`config.mk`:
```
export PLATFORM = sky130hd
export DESIGN_NAME = cfg_access_port
export DESIGN_NICKNAME = d
export VERILOG_FILES = /design/src/cfg_access_pkg.sv /design/src/rgmii_tx_clk_div.sv /design/src/cfg_access_port.sv
export SDC_FILE = /design/constraint.sdc
export NUM_CORES = 1
export LEC_CHECK = 0
export BUFFER_PORTS_ARGS = -buffer_cell sky130_fd_sc_hd__buf_4
export CAP_MARGIN = 20
export CORE_ASPECT_RATIO = 0.8
export CORE_MARGIN = 2
export CORE_UTILIZATION = 25
export CTS_CLUSTER_SIZE = 20
export DETAILED_ROUTE_END_ITERATION = 10
export GPL_ROUTABILITY_DRIVEN = 0
export SKIP_CTS_REPAIR_TIMING = 1
export SYNTH_ARGS = -nofsm -noshare
export SYNTH_HDL_FRONTEND = slang
export SYNTH_SLANG_ARGS = --single-unit
```
`constraint.sdc`:
```
create_clock -name mclk -period 14.65 [get_ports mclk]
set_clock_uncertainty 0.15 [all_clocks]
set_input_delay 2.93 -clock mclk [delete_from_list [all_inputs] [get_ports mclk]]
set_output_delay 2.93 -clock mclk [all_outputs]
set_load 0.01 [all_outputs]
```
`src/cfg_access_pkg.sv`:
```
/*
 configuration access unit package: token codes, field layouts, register numbers and reset values.
 assumes a single core clock and 8-bit token/data stream with a control flag.
*/
`default_nettype none
package cfg_access_pkg;
   localparam logic [7:0]  TOK_WRITE      = 8'hC0;   // 192
   localparam logic [7:0]  TOK_READ       = 8'hC1;   // 193
   localparam logic [7:0]  TOK_PWRITE     = 8'h24;   // 36
   localparam logic [7:0]  TOK_PREAD      = 8'h25;   // 37
   localparam logic [7:0]  TOK_END        = 8'h01;
   localparam logic [7:0]  TOK_ACK        = 8'h03;
   localparam logic [7:0]  TOK_NACK       = 8'h04;
   localparam logic [7:0]  NOREPLY_LOW    = 8'hFF;
   localparam logic [7:0]  PS_RES_TYPE    = 8'h0C;
   localparam int          PS_SHIFT       = 8;
   localparam logic [15:0] REG_RAM_BASE   = 16'h0000;
   localparam logic [15:0] REG_VEC_BASE   = 16'h0001;
   localparam logic [15:0] REG_TILE_CTRL  = 16'h0002;
   localparam logic [31:0] RAM_BASE_RST   = 32'h0004_0000;
   localparam logic [31:0] RAM_BASE_MASK  = 32'hFFFF_FFFC;
   localparam logic [31:0] VEC_BASE_RST   = 32'h0000_0000;
   localparam logic [31:0] VEC_BASE_MASK  = 32'hFFFC_0000;
   localparam logic [31:0] TILE_CTRL_RST  = 32'h0000_0000;
   localparam logic [31:0] TILE_CTRL_MASK = 32'h03FF_FF36;
   localparam int          TX_DLY_LSB     = 18;
   localparam int          TX_DIV_LSB     = 9;
   localparam int          RGMII_EN_BIT   = 8;
   localparam int          DIV_DYN_BIT    = 5;
   localparam int          DIV_EN_BIT     = 4;
   localparam int          UTMI_SEL_BIT   = 2;
   localparam int          ULPI_EN_BIT    = 1;
endpackage
`default_nettype wire

```
`src/rgmii_tx_clk_div.sv`:
```
/*
 rgmii transmit clock divider, counting on pll-output enable pulses.
 assumes pll_tick is a one-cycle enable from the core clock domain.
*/
`default_nettype none
module rgmii_tx_clk_div (
   input  wire logic       mclk,
   input  wire logic       rst,
   input  wire logic       en,
   input  wire logic       pll_tick,
   input  wire logic [8:0] div_val,
   output logic            tx_clk
);
   logic [8:0] cnt_r;
   logic       hit_top;
   logic       hit_half;
   assign hit_top  = (cnt_r == div_val);
   assign hit_half = (cnt_r == (div_val >> 1));

   always_ff @(posedge mclk or posedge rst) begin
      if (rst) begin
         cnt_r  <= 9'h000;
         tx_clk <= 1'b0;
      end else if (!en) begin
         cnt_r  <= 9'h000;
         tx_clk <= 1'b0;
      end else if (pll_tick) begin
         cnt_r <= hit_top ? 9'h000 : cnt_r + 9'h001;
         if (hit_top) begin
            tx_clk <= 1'b1; // RULE14
         end else if (hit_half) begin
            tx_clk <= 1'b0; // RULE14
         end
      end
   end
endmodule
`default_nettype wire

```
`src/cfg_access_port.sv`:
```
/*
 token-framed configuration access unit plus processor-status register bank.
 assumes an 8-bit token stream with control flag, one-cycle valid, reply sink always ready.
*/
// Summary of operation
// [RULE1] write: 192, id24, reg16, data32, 1
// [RULE2] write reply: 3,1 ok or 4,1 fail
// [RULE3] read: 193, id24, reg16, then 1
// [RULE4] read reply: 3, data32, 1 or 4,1
// [RULE5] tile registers addressed at C20C channel
// [RULE6] node registers addressed at C30C channel
// [RULE7] peripheral addressed node, periph, 02
// [RULE8] peripheral: 36/37, id, reg8, size8, data, 1
// [RULE9] peripheral read reply: 3, data, 1 else 4,1; this block always answers 4,1
// [RULE10] status id is number<<8 ORed 0x0C
// [RULE11] ram base resets 0x00040000, bits 1:0 fixed
// [RULE12] vector target: base high, event vector low
// [RULE13] tile control 25:18 holds tx delay
// [RULE14] tx clock divider field holds divide minus one
// [RULE15] bit 8 enables rgmii ports
// [RULE16] bit 4 divider enable, bit 5 dynamic
// [RULE17] bit 2 selects utmi, bit 1 ulpi support
// [RULE18] reply sent to request's 24-bit channel id
// [RULE19] write id low byte all ones: no reply; this block still answers 4,1 to a refused write
// [RULE20] multibyte fields sent most significant first
// [RULE21] reserved bits unchanged, read as zero
// [RULE22] unknown register or bad frame answers 4,1; this block gives no reply to a frame opened by an unknown token
`default_nettype none
module cfg_access_port (
   input  wire logic        mclk,
   input  wire logic        rst,
   input  wire logic        rx_valid,
   input  wire logic        rx_ctrl,
   input  wire logic [7:0]  rx_data,
   output logic             tx_valid,
   output logic             tx_ctrl,
   output logic [7:0]       tx_data,
   output logic [23:0]      tx_dest,
   input  wire logic        ps_we,
   input  wire logic [15:0] ps_res_id,
   input  wire logic [31:0] ps_wdata,
   output logic [31:0]      ps_rdata,
   input  wire logic        evt_take,
   input  wire logic [15:0] evt_vector,
   output logic [31:0]      evt_target,
   input  wire logic        all_paused,
   input  wire logic        pll_tick,
   output logic [7:0]       rgmii_tx_delay,
   output logic             rgmii_tx_clk,
   output logic             rgmii_en,
   output logic             clk_div_active,
   output logic             utmi_sel,
   output logic             ulpi_en
);
   typedef enum logic [5:0] {
      S_IDLE = 6'b000001,
      S_HDR  = 6'b000010,
      S_DATA = 6'b000100,
      S_END  = 6'b001000,
      S_RPLY = 6'b010000,
      S_SKIP = 6'b100000
   } st_e;

   st_e         st_r;
   logic        is_wr_r, is_per_r, fail_r;
   logic [2:0]  cnt_r;
   logic [23:0] id_r;
   logic [15:0] reg_r;
   logic [31:0] dat_r;
   logic [7:0]  size_r;
   logic [2:0]  rcnt_r;
   logic [2:0]  rlen_r;
   logic [31:0] ram_base_r, vec_base_r, tile_ctrl_r;

   // header bytes: id 3 + reg 2 (or reg 1 + size 1 for peripherals)
   wire [2:0]  hdr_len   = is_per_r ? 3'd5 : 3'd5;
   wire        tok_start = rx_valid && rx_ctrl;
   wire        dat_byte  = rx_valid && !rx_ctrl;
   wire        end_tok   = rx_valid && rx_ctrl && rx_data == cfg_access_pkg::TOK_END;
   wire [2:0]  dat_len   = is_per_r ? size_r[2:0] : 3'd4;
   // size byte is still on rx_data at the last header byte; size_r lands on that edge
   wire        need_dat  = is_wr_r && (is_per_r ? rx_data != 8'h00 : 1'b1);
   // peripheral registers live outside this tile: always refused here
   wire        reg_known = !is_per_r && (reg_r <= cfg_access_pkg::REG_TILE_CTRL);
   wire        no_reply  = is_wr_r && id_r[7:0] == cfg_access_pkg::NOREPLY_LOW; // RULE19
   wire [31:0] rd_val    = reg_r[1:0] == 2'd0 ? ram_base_r :
                           reg_r[1:0] == 2'd1 ? vec_base_r : tile_ctrl_r;
   wire        do_write  = st_r == S_END && end_tok && is_wr_r && !fail_r && reg_known;
   wire        ok_end    = end_tok && !fail_r && reg_known;
   wire [2:0]  ok_len    = is_wr_r ? 3'd2 : 3'd6;

   // status resource id = number<<8 | 0x0C
   wire        ps_hit    = ps_res_id[7:0] == cfg_access_pkg::PS_RES_TYPE; // RULE10
   wire [7:0]  ps_num    = ps_res_id[15:cfg_access_pkg::PS_SHIFT];

   always_ff @(posedge mclk or posedge rst) begin
      if (rst) begin
         st_r <= S_IDLE;
         is_wr_r <= 1'b0;
         is_per_r <= 1'b0;
         fail_r <= 1'b0;
         cnt_r <= 3'd0;
         id_r <= 24'h000000;
         reg_r <= 16'h0000;
         dat_r <= 32'h00000000;
         size_r <= 8'h00;
         rcnt_r <= 3'd0;
         rlen_r <= 3'd0;
      end else begin
         case (st_r)
            S_IDLE: begin
               if (tok_start) begin
                  cnt_r <= 3'd0;
                  fail_r <= 1'b0;
                  reg_r <= 16'h0000;
                  size_r <= 8'h00;
                  if (rx_data == cfg_access_pkg::TOK_WRITE || rx_data == cfg_access_pkg::TOK_READ) begin
                     is_wr_r <= rx_data == cfg_access_pkg::TOK_WRITE; // RULE1 RULE3
                     is_per_r <= 1'b0;
                     st_r <= S_HDR;
                  end else if (rx_data == cfg_access_pkg::TOK_PWRITE || rx_data == cfg_access_pkg::TOK_PREAD) begin
                     is_wr_r <= rx_data == cfg_access_pkg::TOK_PWRITE; // RULE8
                     is_per_r <= 1'b1;
                     st_r <= S_HDR;
                  end
               end
            end
            S_HDR: begin
               if (tok_start) begin
                  fail_r <= 1'b1;
                  st_r <= end_tok ? S_RPLY : S_SKIP; // RULE22
                  rcnt_r <= 3'd0;
                  rlen_r <= 3'd2;
               end else if (dat_byte) begin
                  cnt_r <= cnt_r + 3'd1;
                  if (cnt_r < 3'd3) id_r <= {id_r[15:0], rx_data}; // RULE20
                  else if (is_per_r && cnt_r == 3'd4) size_r <= rx_data; // RULE8
                  else reg_r <= {reg_r[7:0], rx_data}; // RULE20
                  if (cnt_r == hdr_len - 3'd1) begin
                     cnt_r <= 3'd0;
                     st_r <= need_dat ? S_DATA : S_END;
                  end
               end
            end
            S_DATA: begin
               if (tok_start) begin
                  fail_r <= 1'b1;
                  st_r <= end_tok ? S_RPLY : S_SKIP; // RULE22
                  rcnt_r <= 3'd0;
                  rlen_r <= 3'd2;
               end else if (dat_byte) begin
                  dat_r <= {dat_r[23:0], rx_data}; // RULE20
                  cnt_r <= cnt_r + 3'd1;
                  if (cnt_r == dat_len - 3'd1 || cnt_r == 3'd3) st_r <= S_END;
               end
            end
            S_END: begin
               if (rx_valid) begin
                  if (!ok_end) fail_r <= 1'b1; // RULE22
                  rcnt_r <= 3'd0;
                  rlen_r <= ok_end ? ok_len : 3'd2;
                  if (end_tok) st_r <= (no_reply && ok_end) ? S_IDLE : S_RPLY;
                  else st_r <= S_SKIP;
               end
            end
            S_SKIP: begin
               if (end_tok) st_r <= S_RPLY; // RULE22
            end
            S_RPLY: begin
               rcnt_r <= rcnt_r + 3'd1;
               if (rcnt_r == rlen_r - 3'd1) st_r <= S_IDLE;
            end
            default: st_r <= S_IDLE;
         endcase
      end
   end

   // reply byte: ack/nack, optional word msb first, end token
   wire        r_first = rcnt_r == 3'd0;
   wire        r_last  = rcnt_r == rlen_r - 3'd1;
   wire [1:0]  bsel    = 2'(3'd4 - rcnt_r);
   wire [7:0]  r_word  = rd_val[{bsel, 3'b000} +: 8];
   wire [7:0]  r_byte  = r_first ? (fail_r ? cfg_access_pkg::TOK_NACK : cfg_access_pkg::TOK_ACK) :
                         r_last  ? cfg_access_pkg::TOK_END : r_word;

   always_ff @(posedge mclk or posedge rst) begin
      if (rst) begin
         tx_valid <= 1'b0;
         tx_ctrl  <= 1'b0;
         tx_data  <= 8'h00;
         tx_dest  <= 24'h000000;
      end else begin
         tx_valid <= st_r == S_RPLY; // RULE2 RULE4 RULE9
         tx_ctrl  <= r_first || r_last;
         tx_data  <= r_byte; // RULE20
         tx_dest  <= id_r; // RULE18
      end
   end

   // register bank: packet write, or status write from the core
   wire        ps_wr = ps_we && ps_hit;
   wire [7:0]  w_num = do_write ? reg_r[7:0] : ps_num;
   wire [31:0] w_val = do_write ? dat_r : ps_wdata;
   wire        w_en  = do_write || ps_wr;

   always_ff @(posedge mclk or posedge rst) begin
      if (rst) begin
         ram_base_r  <= cfg_access_pkg::RAM_BASE_RST; // RULE11
         vec_base_r  <= cfg_access_pkg::VEC_BASE_RST;
         tile_ctrl_r <= cfg_access_pkg::TILE_CTRL_RST; // RULE13 RULE15 RULE16
      end else if (w_en) begin
         if (w_num == cfg_access_pkg::REG_RAM_BASE[7:0])
            ram_base_r <= w_val & cfg_access_pkg::RAM_BASE_MASK; // RULE11 RULE21
         if (w_num == cfg_access_pkg::REG_VEC_BASE[7:0])
            vec_base_r <= w_val & cfg_access_pkg::VEC_BASE_MASK; // RULE12 RULE21
         if (w_num == cfg_access_pkg::REG_TILE_CTRL[7:0])
            tile_ctrl_r <= w_val & cfg_access_pkg::TILE_CTRL_MASK; // RULE21
      end
   end

   wire [31:0] ps_sel = ps_num == 8'h00 ? ram_base_r : ps_num == 8'h01 ? vec_base_r :
                        ps_num == 8'h02 ? tile_ctrl_r : 32'h00000000;

   always_ff @(posedge mclk or posedge rst) begin
      if (rst) begin
         ps_rdata <= 32'h00000000;
         evt_target <= 32'h00000000;
         rgmii_tx_delay <= 8'h00;
         rgmii_en <= 1'b0;
         clk_div_active <= 1'b0;
         utmi_sel <= 1'b0;
         ulpi_en <= 1'b0;
      end else begin
         ps_rdata <= ps_hit ? ps_sel : 32'h00000000; // RULE10
         if (evt_take) evt_target <= {vec_base_r[31:16], evt_vector}; // RULE12
         rgmii_tx_delay <= tile_ctrl_r[cfg_access_pkg::TX_DLY_LSB +: 8]; // RULE13
         rgmii_en <= tile_ctrl_r[cfg_access_pkg::RGMII_EN_BIT]; // RULE15
         // dynamic mode divides only while every active thread waits
         clk_div_active <= tile_ctrl_r[cfg_access_pkg::DIV_EN_BIT] &&
                           (!tile_ctrl_r[cfg_access_pkg::DIV_DYN_BIT] || all_paused); // RULE16
         utmi_sel <= tile_ctrl_r[cfg_access_pkg::UTMI_SEL_BIT]; // RULE17
         ulpi_en <= tile_ctrl_r[cfg_access_pkg::ULPI_EN_BIT]; // RULE17
      end
   end

   rgmii_tx_clk_div u_txdiv (
      .mclk     (mclk),
      .rst      (rst),
      .en       (tile_ctrl_r[cfg_access_pkg::RGMII_EN_BIT]),
      .pll_tick (pll_tick),
      .div_val  (tile_ctrl_r[cfg_access_pkg::TX_DIV_LSB +: 9]),
      .tx_clk   (rgmii_tx_clk)
   );

   property p_ram_reset;
      @(posedge mclk) $fell(rst) |-> ram_base_r == cfg_access_pkg::RAM_BASE_RST;
   endproperty
   a_ram_reset: assert property (p_ram_reset) else $error("ram base reset wrong"); // RULE11

   property p_ram_low;
      @(posedge mclk) disable iff (rst) ram_base_r[1:0] == 2'b00;
   endproperty
   a_ram_low: assert property (p_ram_low) else $error("ram base low bits set"); // RULE21

   property p_vec_low;
      @(posedge mclk) disable iff (rst) vec_base_r[17:0] == 18'h00000;
   endproperty
   a_vec_low: assert property (p_vec_low) else $error("vector base reserved bits set"); // RULE21

   property p_evt;
      @(posedge mclk) disable iff (rst) evt_take |=> evt_target == {$past(vec_base_r[31:16]), $past(evt_vector)};
   endproperty
   a_evt: assert property (p_evt) else $error("event target wrong"); // RULE12

   property p_reply_first;
      @(posedge mclk) disable iff (rst) $rose(tx_valid) |-> tx_ctrl && (tx_data == cfg_access_pkg::TOK_ACK ||
                                        tx_data == cfg_access_pkg::TOK_NACK);
   endproperty
   a_reply_first: assert property (p_reply_first) else $error("reply start token wrong"); // RULE2

   property p_reply_end;
      @(posedge mclk) disable iff (rst) $fell(tx_valid) |->
         $past(tx_ctrl) && $past(tx_data) == cfg_access_pkg::TOK_END;
   endproperty
   a_reply_end: assert property (p_reply_end) else $error("reply end token wrong"); // RULE4

   property p_nack_short;
      @(posedge mclk) disable iff (rst) $rose(tx_valid) && tx_data == cfg_access_pkg::TOK_NACK |=>
         tx_ctrl && tx_data == cfg_access_pkg::TOK_END ##1 !tx_valid;
   endproperty
   a_nack_short: assert property (p_nack_short) else $error("failure reply not 4,1"); // RULE22

   property p_div;
      @(posedge mclk) disable iff (rst) clk_div_active |-> $past(tile_ctrl_r[cfg_access_pkg::DIV_EN_BIT]);
   endproperty
   a_div: assert property (p_div) else $error("divider active while disabled"); // RULE16

   c_ack: cover property (@(posedge mclk) $rose(tx_valid) && tx_data == cfg_access_pkg::TOK_ACK);
   c_nack: cover property (@(posedge mclk) $rose(tx_valid) && tx_data == cfg_access_pkg::TOK_NACK);
   c_pwrite: cover property (@(posedge mclk) ps_wr);
endmodule
`default_nettype wire

```
Word-level counts from Yosys, hierarchy flattened
Index checks and enable logic that the tools add are counted.
{ "word_totals": {"input_bits": 80, "reg_bits": 277, "elab_cells": 205, "output_inout_bits": 111} }
{ "op_classes": {"n_mux": 72, "n_eq_ne": 44, "add_sub_neg": 6, "shifts": 1, "bitwise": 1, "order_cmp": 2, "n_reduce_logical": 52} }
{ "ops": {"columns": ["op", "n"], "rows": [
  ["32-bit two-way mux", 6],
  ["6-bit two-way mux", 14],
  ["16-bit two-way mux", 5],
  ["3-bit two-way mux", 18],
  ["6-bit one-hot mux with 6 select lines", 1],
  ["16-bit one-hot mux with 2 select lines", 1],
  ["32-bit by 6-bit variable part select with 8-bit output", 1],
  ["9-bit two-way mux", 3],
  ["26-bit two-way mux", 1],
  ["2-bit != test, second input constant", 13],
  ["8-bit by 1-bit equality test with 1-bit output, second input constant", 3],
  ["8-bit equality test, second input constant", 3],
  ["8-bit two-way mux", 3],
  ["3-bit one-hot mux with 3 select lines", 2],
  ["6-bit AND reduction", 3],
  ["8-bit by 2-bit equality test with 1-bit output, second input constant", 2],
  ["8-bit by 6-bit equality test with 1-bit output, second input constant", 2],
  ["16-bit by 2-bit less-or-equal comparator with 1-bit output, second input constant", 1],
  ["1-bit logical AND", 16],
  ["8-bit zero test", 2],
  ["3-bit != test, second input constant", 5],
  ["1-bit two-way mux", 13],
  ["3-bit one-hot mux with 2 select lines", 2],
  ["3-bit AND reduction", 4],
  ["other kinds (36)", 54]
]} }

Depth between registers and ports, before layout
{ "depth": {"ltp_word": 9, "mapped_depth": 9, "depth_no_buf": 8} }

Hierarchy
From an unflattened synthesis, not the netlist that was laid out.
{ "hier_totals": {"cells_unflattened": 1055, "hier_area_um2": 12000.3} }
{ "modules_own_cells": {"columns": ["mod", "cells_per_inst", "instances", "area_per_inst_um2"], "rows": [
  ["cfg_access_port", 976, 1, 11254.5],
  ["rgmii_tx_clk_div", 79, 1, 745.7]
]} }

Worst setup path before layout
OpenSTA, ideal clock, no wires.
{ "synth_timing": {"kind": "input port to flip-flop", "startpoint": "input port rx_ctrl", "endpoint": "register ram_base_r[10]", "setup_slack_ps": 9584, "stages": 9, "t_arrival_ps": 4798, "path_buffers": 3, "required_ps": 14381, "cell_sequence": "buf_2 > and2_1 > nand4_1 > or4_1 > buf_2 > o211ai_4 > nand2_4 > buf_6 > o21a_1"} }
{ "synth_between": {"elab_chain_len": 9, "elab_cells_between_ends": 11} }
{ "synth_lines": {"columns": ["item", "line_no", "rtl"], "rows": [
  ["start, declared", "cfg_access_port.sv:33", "input wire logic rx_ctrl,"],
  ["1-bit logical AND * (2 in a row)", "cfg_access_port.sv:79", "wire end_tok = rx_valid && rx_ctrl && rx_data == cfg_access_pkg::TOK_END;"],
  ["1-bit logical AND * (4 in a row)", "cfg_access_port.sv:88", "wire do_write = st_r == S_END && end_tok && is_wr_r && !fail_r && reg_known;"],
  ["8-bit two-way mux", "cfg_access_port.sv:202", "wire [7:0] w_num = do_write ? reg_r[7:0] : ps_num;"],
  ["8-bit zero test", "cfg_access_port.sv:212", "if (w_num == cfg_access_pkg::REG_RAM_BASE[7:0])"],
  ["2-bit AND reduction (no line)", null, null],
  ["end signal, assigned", "cfg_access_port.sv:208", "ram_base_r <= cfg_access_pkg::RAM_BASE_RST;"],
  ["end signal, assigned", "cfg_access_port.sv:213", "ram_base_r <= w_val & cfg_access_pkg::RAM_BASE_MASK;"],
  ["end, declared", "cfg_access_port.sv:73", "logic [31:0] ram_base_r, vec_base_r, tile_ctrl_r;"]
]} }
Every way passes the cells marked *; elsewhere a longest branch is shown, timed or not.
A chain may end at the register's enable or synchronous reset.

Worst setup path in the final report
{ "layout_timing": {"startpoint": "input port rx_data[1]", "endpoint": "register tile_ctrl_r[10]"} }
{ "layout_between": {"elab_chain_len": 9, "elab_cells_between_ends": 11} }
{ "layout_lines": {"columns": ["item", "line_no", "rtl"], "rows": [
  ["start, declared", "cfg_access_port.sv:34", "input wire logic [7:0] rx_data,"],
  ["8-bit by 1-bit equality test with 1-bit output *", "cfg_access_port.sv:79", null],
  ["1-bit logical AND *", "cfg_access_port.sv:79", null],
  ["1-bit logical AND * (4 in a row)", "cfg_access_port.sv:88", null],
  ["8-bit two-way mux", "cfg_access_port.sv:202", null],
  ["8-bit by 2-bit equality test with 1-bit output", "cfg_access_port.sv:216", "if (w_num == cfg_access_pkg::REG_TILE_CTRL[7:0])"],
  ["2-bit AND reduction (no line)", null, null],
  ["end signal, assigned", "cfg_access_port.sv:210", "tile_ctrl_r <= cfg_access_pkg::TILE_CTRL_RST;"],
  ["end signal, assigned", "cfg_access_port.sv:217", "tile_ctrl_r <= w_val & cfg_access_pkg::TILE_CTRL_MASK;"],
  ["end, declared", "cfg_access_port.sv:73", null]
]} }
Marked as above.

==> flow_summary.ini <==
[clock_tree]
clockRootBuffer = clkbuf_16
clk_latency_ps = 580
path_clk_slew_ps = 60
numCtsBuffers = 29
clk_path_buf_depth = 3
cts_htree_levels = 1
cts.sinks = 275
cts_tree = done

[setup_path]
cp-end-kind = register
slowest_delay_ps = 810
crit_chain = buf_4 -> nor3_2 -> nand4_1 -> nor4_2 -> nand4b_1 -> buf_4 -> nand2_1 -> o21a_1
start_kind = primary input
cpMostUsedCell = buf_4
reg2reg_depth = 7
worst_ep_required_time_ps = 15000
crit_slowest_cell = nand4b_1
crit_fanout = 17
critical_path_class = primary input to register
r2r-end = tile_ctrl_r[10]
reg2reg_from = st_r[1]
rrSetupSlack_ps = 10840
crit_arrival_ps = 6180

[cells_and_area]
fin_nets = 1245
final_common_cell = dfrtp_1
final_cell_mix = dfrtp_1 (273), buf_4 (199), mux2_2 (91), nand2_1 (70), o22a_1 (56)
synthToLayoutAreaGrowth_pct = 25.7
drive_gt1_share_pct = 31.0

[drt]
wl_um = 35600
drc = 0
firstDrtPassIters = 8
vias_per_cell = 4.83
drtIter0Drc = 675
routedWlPerCell_um = 19.8
vias = 8687
ant_nets = 0

[placement]
dpl.hpwl_um = 25200
dpl_worst_slack_ps = 8320
io_buffers = 186

[job]
drv_cap = 0

[synthesis]
ys_seq_area_share_pct = 58.0
avgSynthCellArea_um2 = 12.0
synthArstFlopShare_pct = 100
ys_seq_elements = 275
synth_cells = 989
synth_area_um2 = 11900
synth-edff-count = 0
synth_warnings = 0
ys_types = 64
ys.flop_type = dfrtp_1

[min_path]
hold_path_class = register to register
min_path_cells = 0
holdCritStartpoint = id_r[19]
hold_end = tx_dest[19]

[global_routing]
grt_pass1_wl_um = 53100
grt-ovfl-total = 0
grt_max_degree = 116
antenna_found_initial = 7
track_usage_pct = 14.1
grt_pass1_vias = 8479

[timing]
setup_viol = 0
fin_setup_tns_ps = 0
maxSlewHeadroom_pct = 34.6
layout_worst_path_cycle_share_pct = 39.8
hold_ws_ps = 220
drv_slew = 0
max_freq_mhz = 171
min_period_ps = 5830
tightest_slew_ps = 981
postLayoutSetupSlackWorst_ps = 8820
rsz0062_at_grt = no
finalHoldViolCount = 0

[power_and_ir_drop]
leakage_nw = 6.78
peakVddDrop_uv = 84.8
cellPowerDensity_nw_per_um2 = 147

[die]
start_util_pct = 25.3
die_w_um = 248
die_area_um2 = 49300
pin_count = 191
rows = 71
die_h_um = 199
core_area_um2 = 46900

[outcome]
status = complete, no violations
==> worst max-delay path: cells and delay by family <==
family | cells | cell delay [ps]
and+or+nand+nor | 5 | 2380
buffers and inverters | 2 | 650
AOI/OAI and AO/OA | 1 | 190
==> where the power goes <==
group	leakage (nW)	switching, mW	internal [mW]	total, mW
Clock	0.485	0.307	0.454	0.761
Sequential	3.62	0.0747	0.864	0.939
Combinational	2.67	0.285	0.204	0.488
Total	6.78	0.666	1.52	2.19
==> registers in the layout (all words and copies together), names as in the netlist, 6 cells and up <==
register / cells
st_r: 6
tx_data: 8
dat_r: 32
tx_dest: 24
reg_r: 16
vec_base_r: 14
id_r: 24
ps_rdata: 31
ram_base_r: 30
u_txdiv.cnt_r: 9
rgmii_tx_delay: 8
evt_target: 30
tile_ctrl_r: 22
==> cells by family after synthesis <==
kind of cell               synth area share [%]
adders and majority gates                 0.738
muxes                                      10.1
buffers and inverters                      3.42
DFF                                        58.0
and+or+nand+nor                            8.78
xor gates and xnor gates                   2.29
AOI/OAI and AO/OA                          16.7
other                                    0.0316
==> metal layers <==
layer	vias up	wire [µm]	track usage, %	share of wire, %
met5	-	57	0	0.16
met4	10	749	4.10	2.1
met3	56	2710	3.45	7.6
met2	291	16000	20.9	45
met1	4392	16100	20.3	45
li1	3938	-	-	-
==> layout make-up <==
type / instances / area [µm²]
fillers: 4767 / 32000
flip-flops and latches: 275 / 6880
multi-input cells: 625 / 4600
repair buffers: 202 / 1560
clock buffers: 39 / 843
well taps: 620 / 776
clock inverters: 10 / 145
inverters: 25 / 101
diodes: 2 / 5.00
==> worst max path at each step <==
stage	from	to	slack, ps
after floorplan	rst	clk_div_active	3990
after global placement	rx_data[1]	ram_base_r[9]	8250
after detailed placement	rx_data[1]	tile_ctrl_r[10]	8320
after CTS	rx_data[1]	tile_ctrl_r[10]	8920
after global routing	rx_data[1]	tile_ctrl_r[12]	8690
final	rx_data[1]	tile_ctrl_r[10]	8820
==> per-stage QoR <==
stage / cells / cell area (µm²) / util, % / total power, mW
floorplan: 991 / 11900 / - / 1.24
global placement: 1744 / 13900 / 29.5 / 1.43
detailed placement: 1745 / 13900 / 29.6 / 1.44
CTS: 1794 / 14900 / 31.7 / 2.21
global route: 1798 / 14900 / 31.8 / 2.30
finish: 1798 / 14900 / 31.8 / 2.19
==> synthesized netlist by cell type (all sizes together) (4+ instances only) <==
| master | instances | area [µm²] |
|---|---|---|
| dfrtp | 273 | 6830 |
| mux2 | 91 | 1020 |
| nand2 | 72 | 280 |
| nor2 | 56 | 213 |
| o22a | 56 | 490 |
| o21a | 55 | 413 |
| clkbuf | 43 | 161 |
| a21oi | 34 | 170 |
| o21ai | 29 | 145 |
| inv | 25 | 93.8 |
| buf | 23 | 150 |
| a22oi | 19 | 143 |
| mux2i | 17 | 170 |
| xor2 | 16 | 140 |
| o22ai | 15 | 93.8 |
| xnor2 | 15 | 131 |
| a31oi | 13 | 81.3 |
| nor3 | 12 | 65.1 |
| nand4 | 10 | 62.6 |
| nor2b | 10 | 62.6 |
| nor4 | 10 | 83.8 |
| nand3 | 9 | 45.0 |
| a221oi | 8 | 70.1 |
| o221a | 8 | 90.1 |
| ha | 7 | 87.6 |
| nand2b | 5 | 31.3 |
| o211ai | 5 | 61.3 |
| nand4b | 4 | 41.3 |
Power figures use the tool's default switching activity.
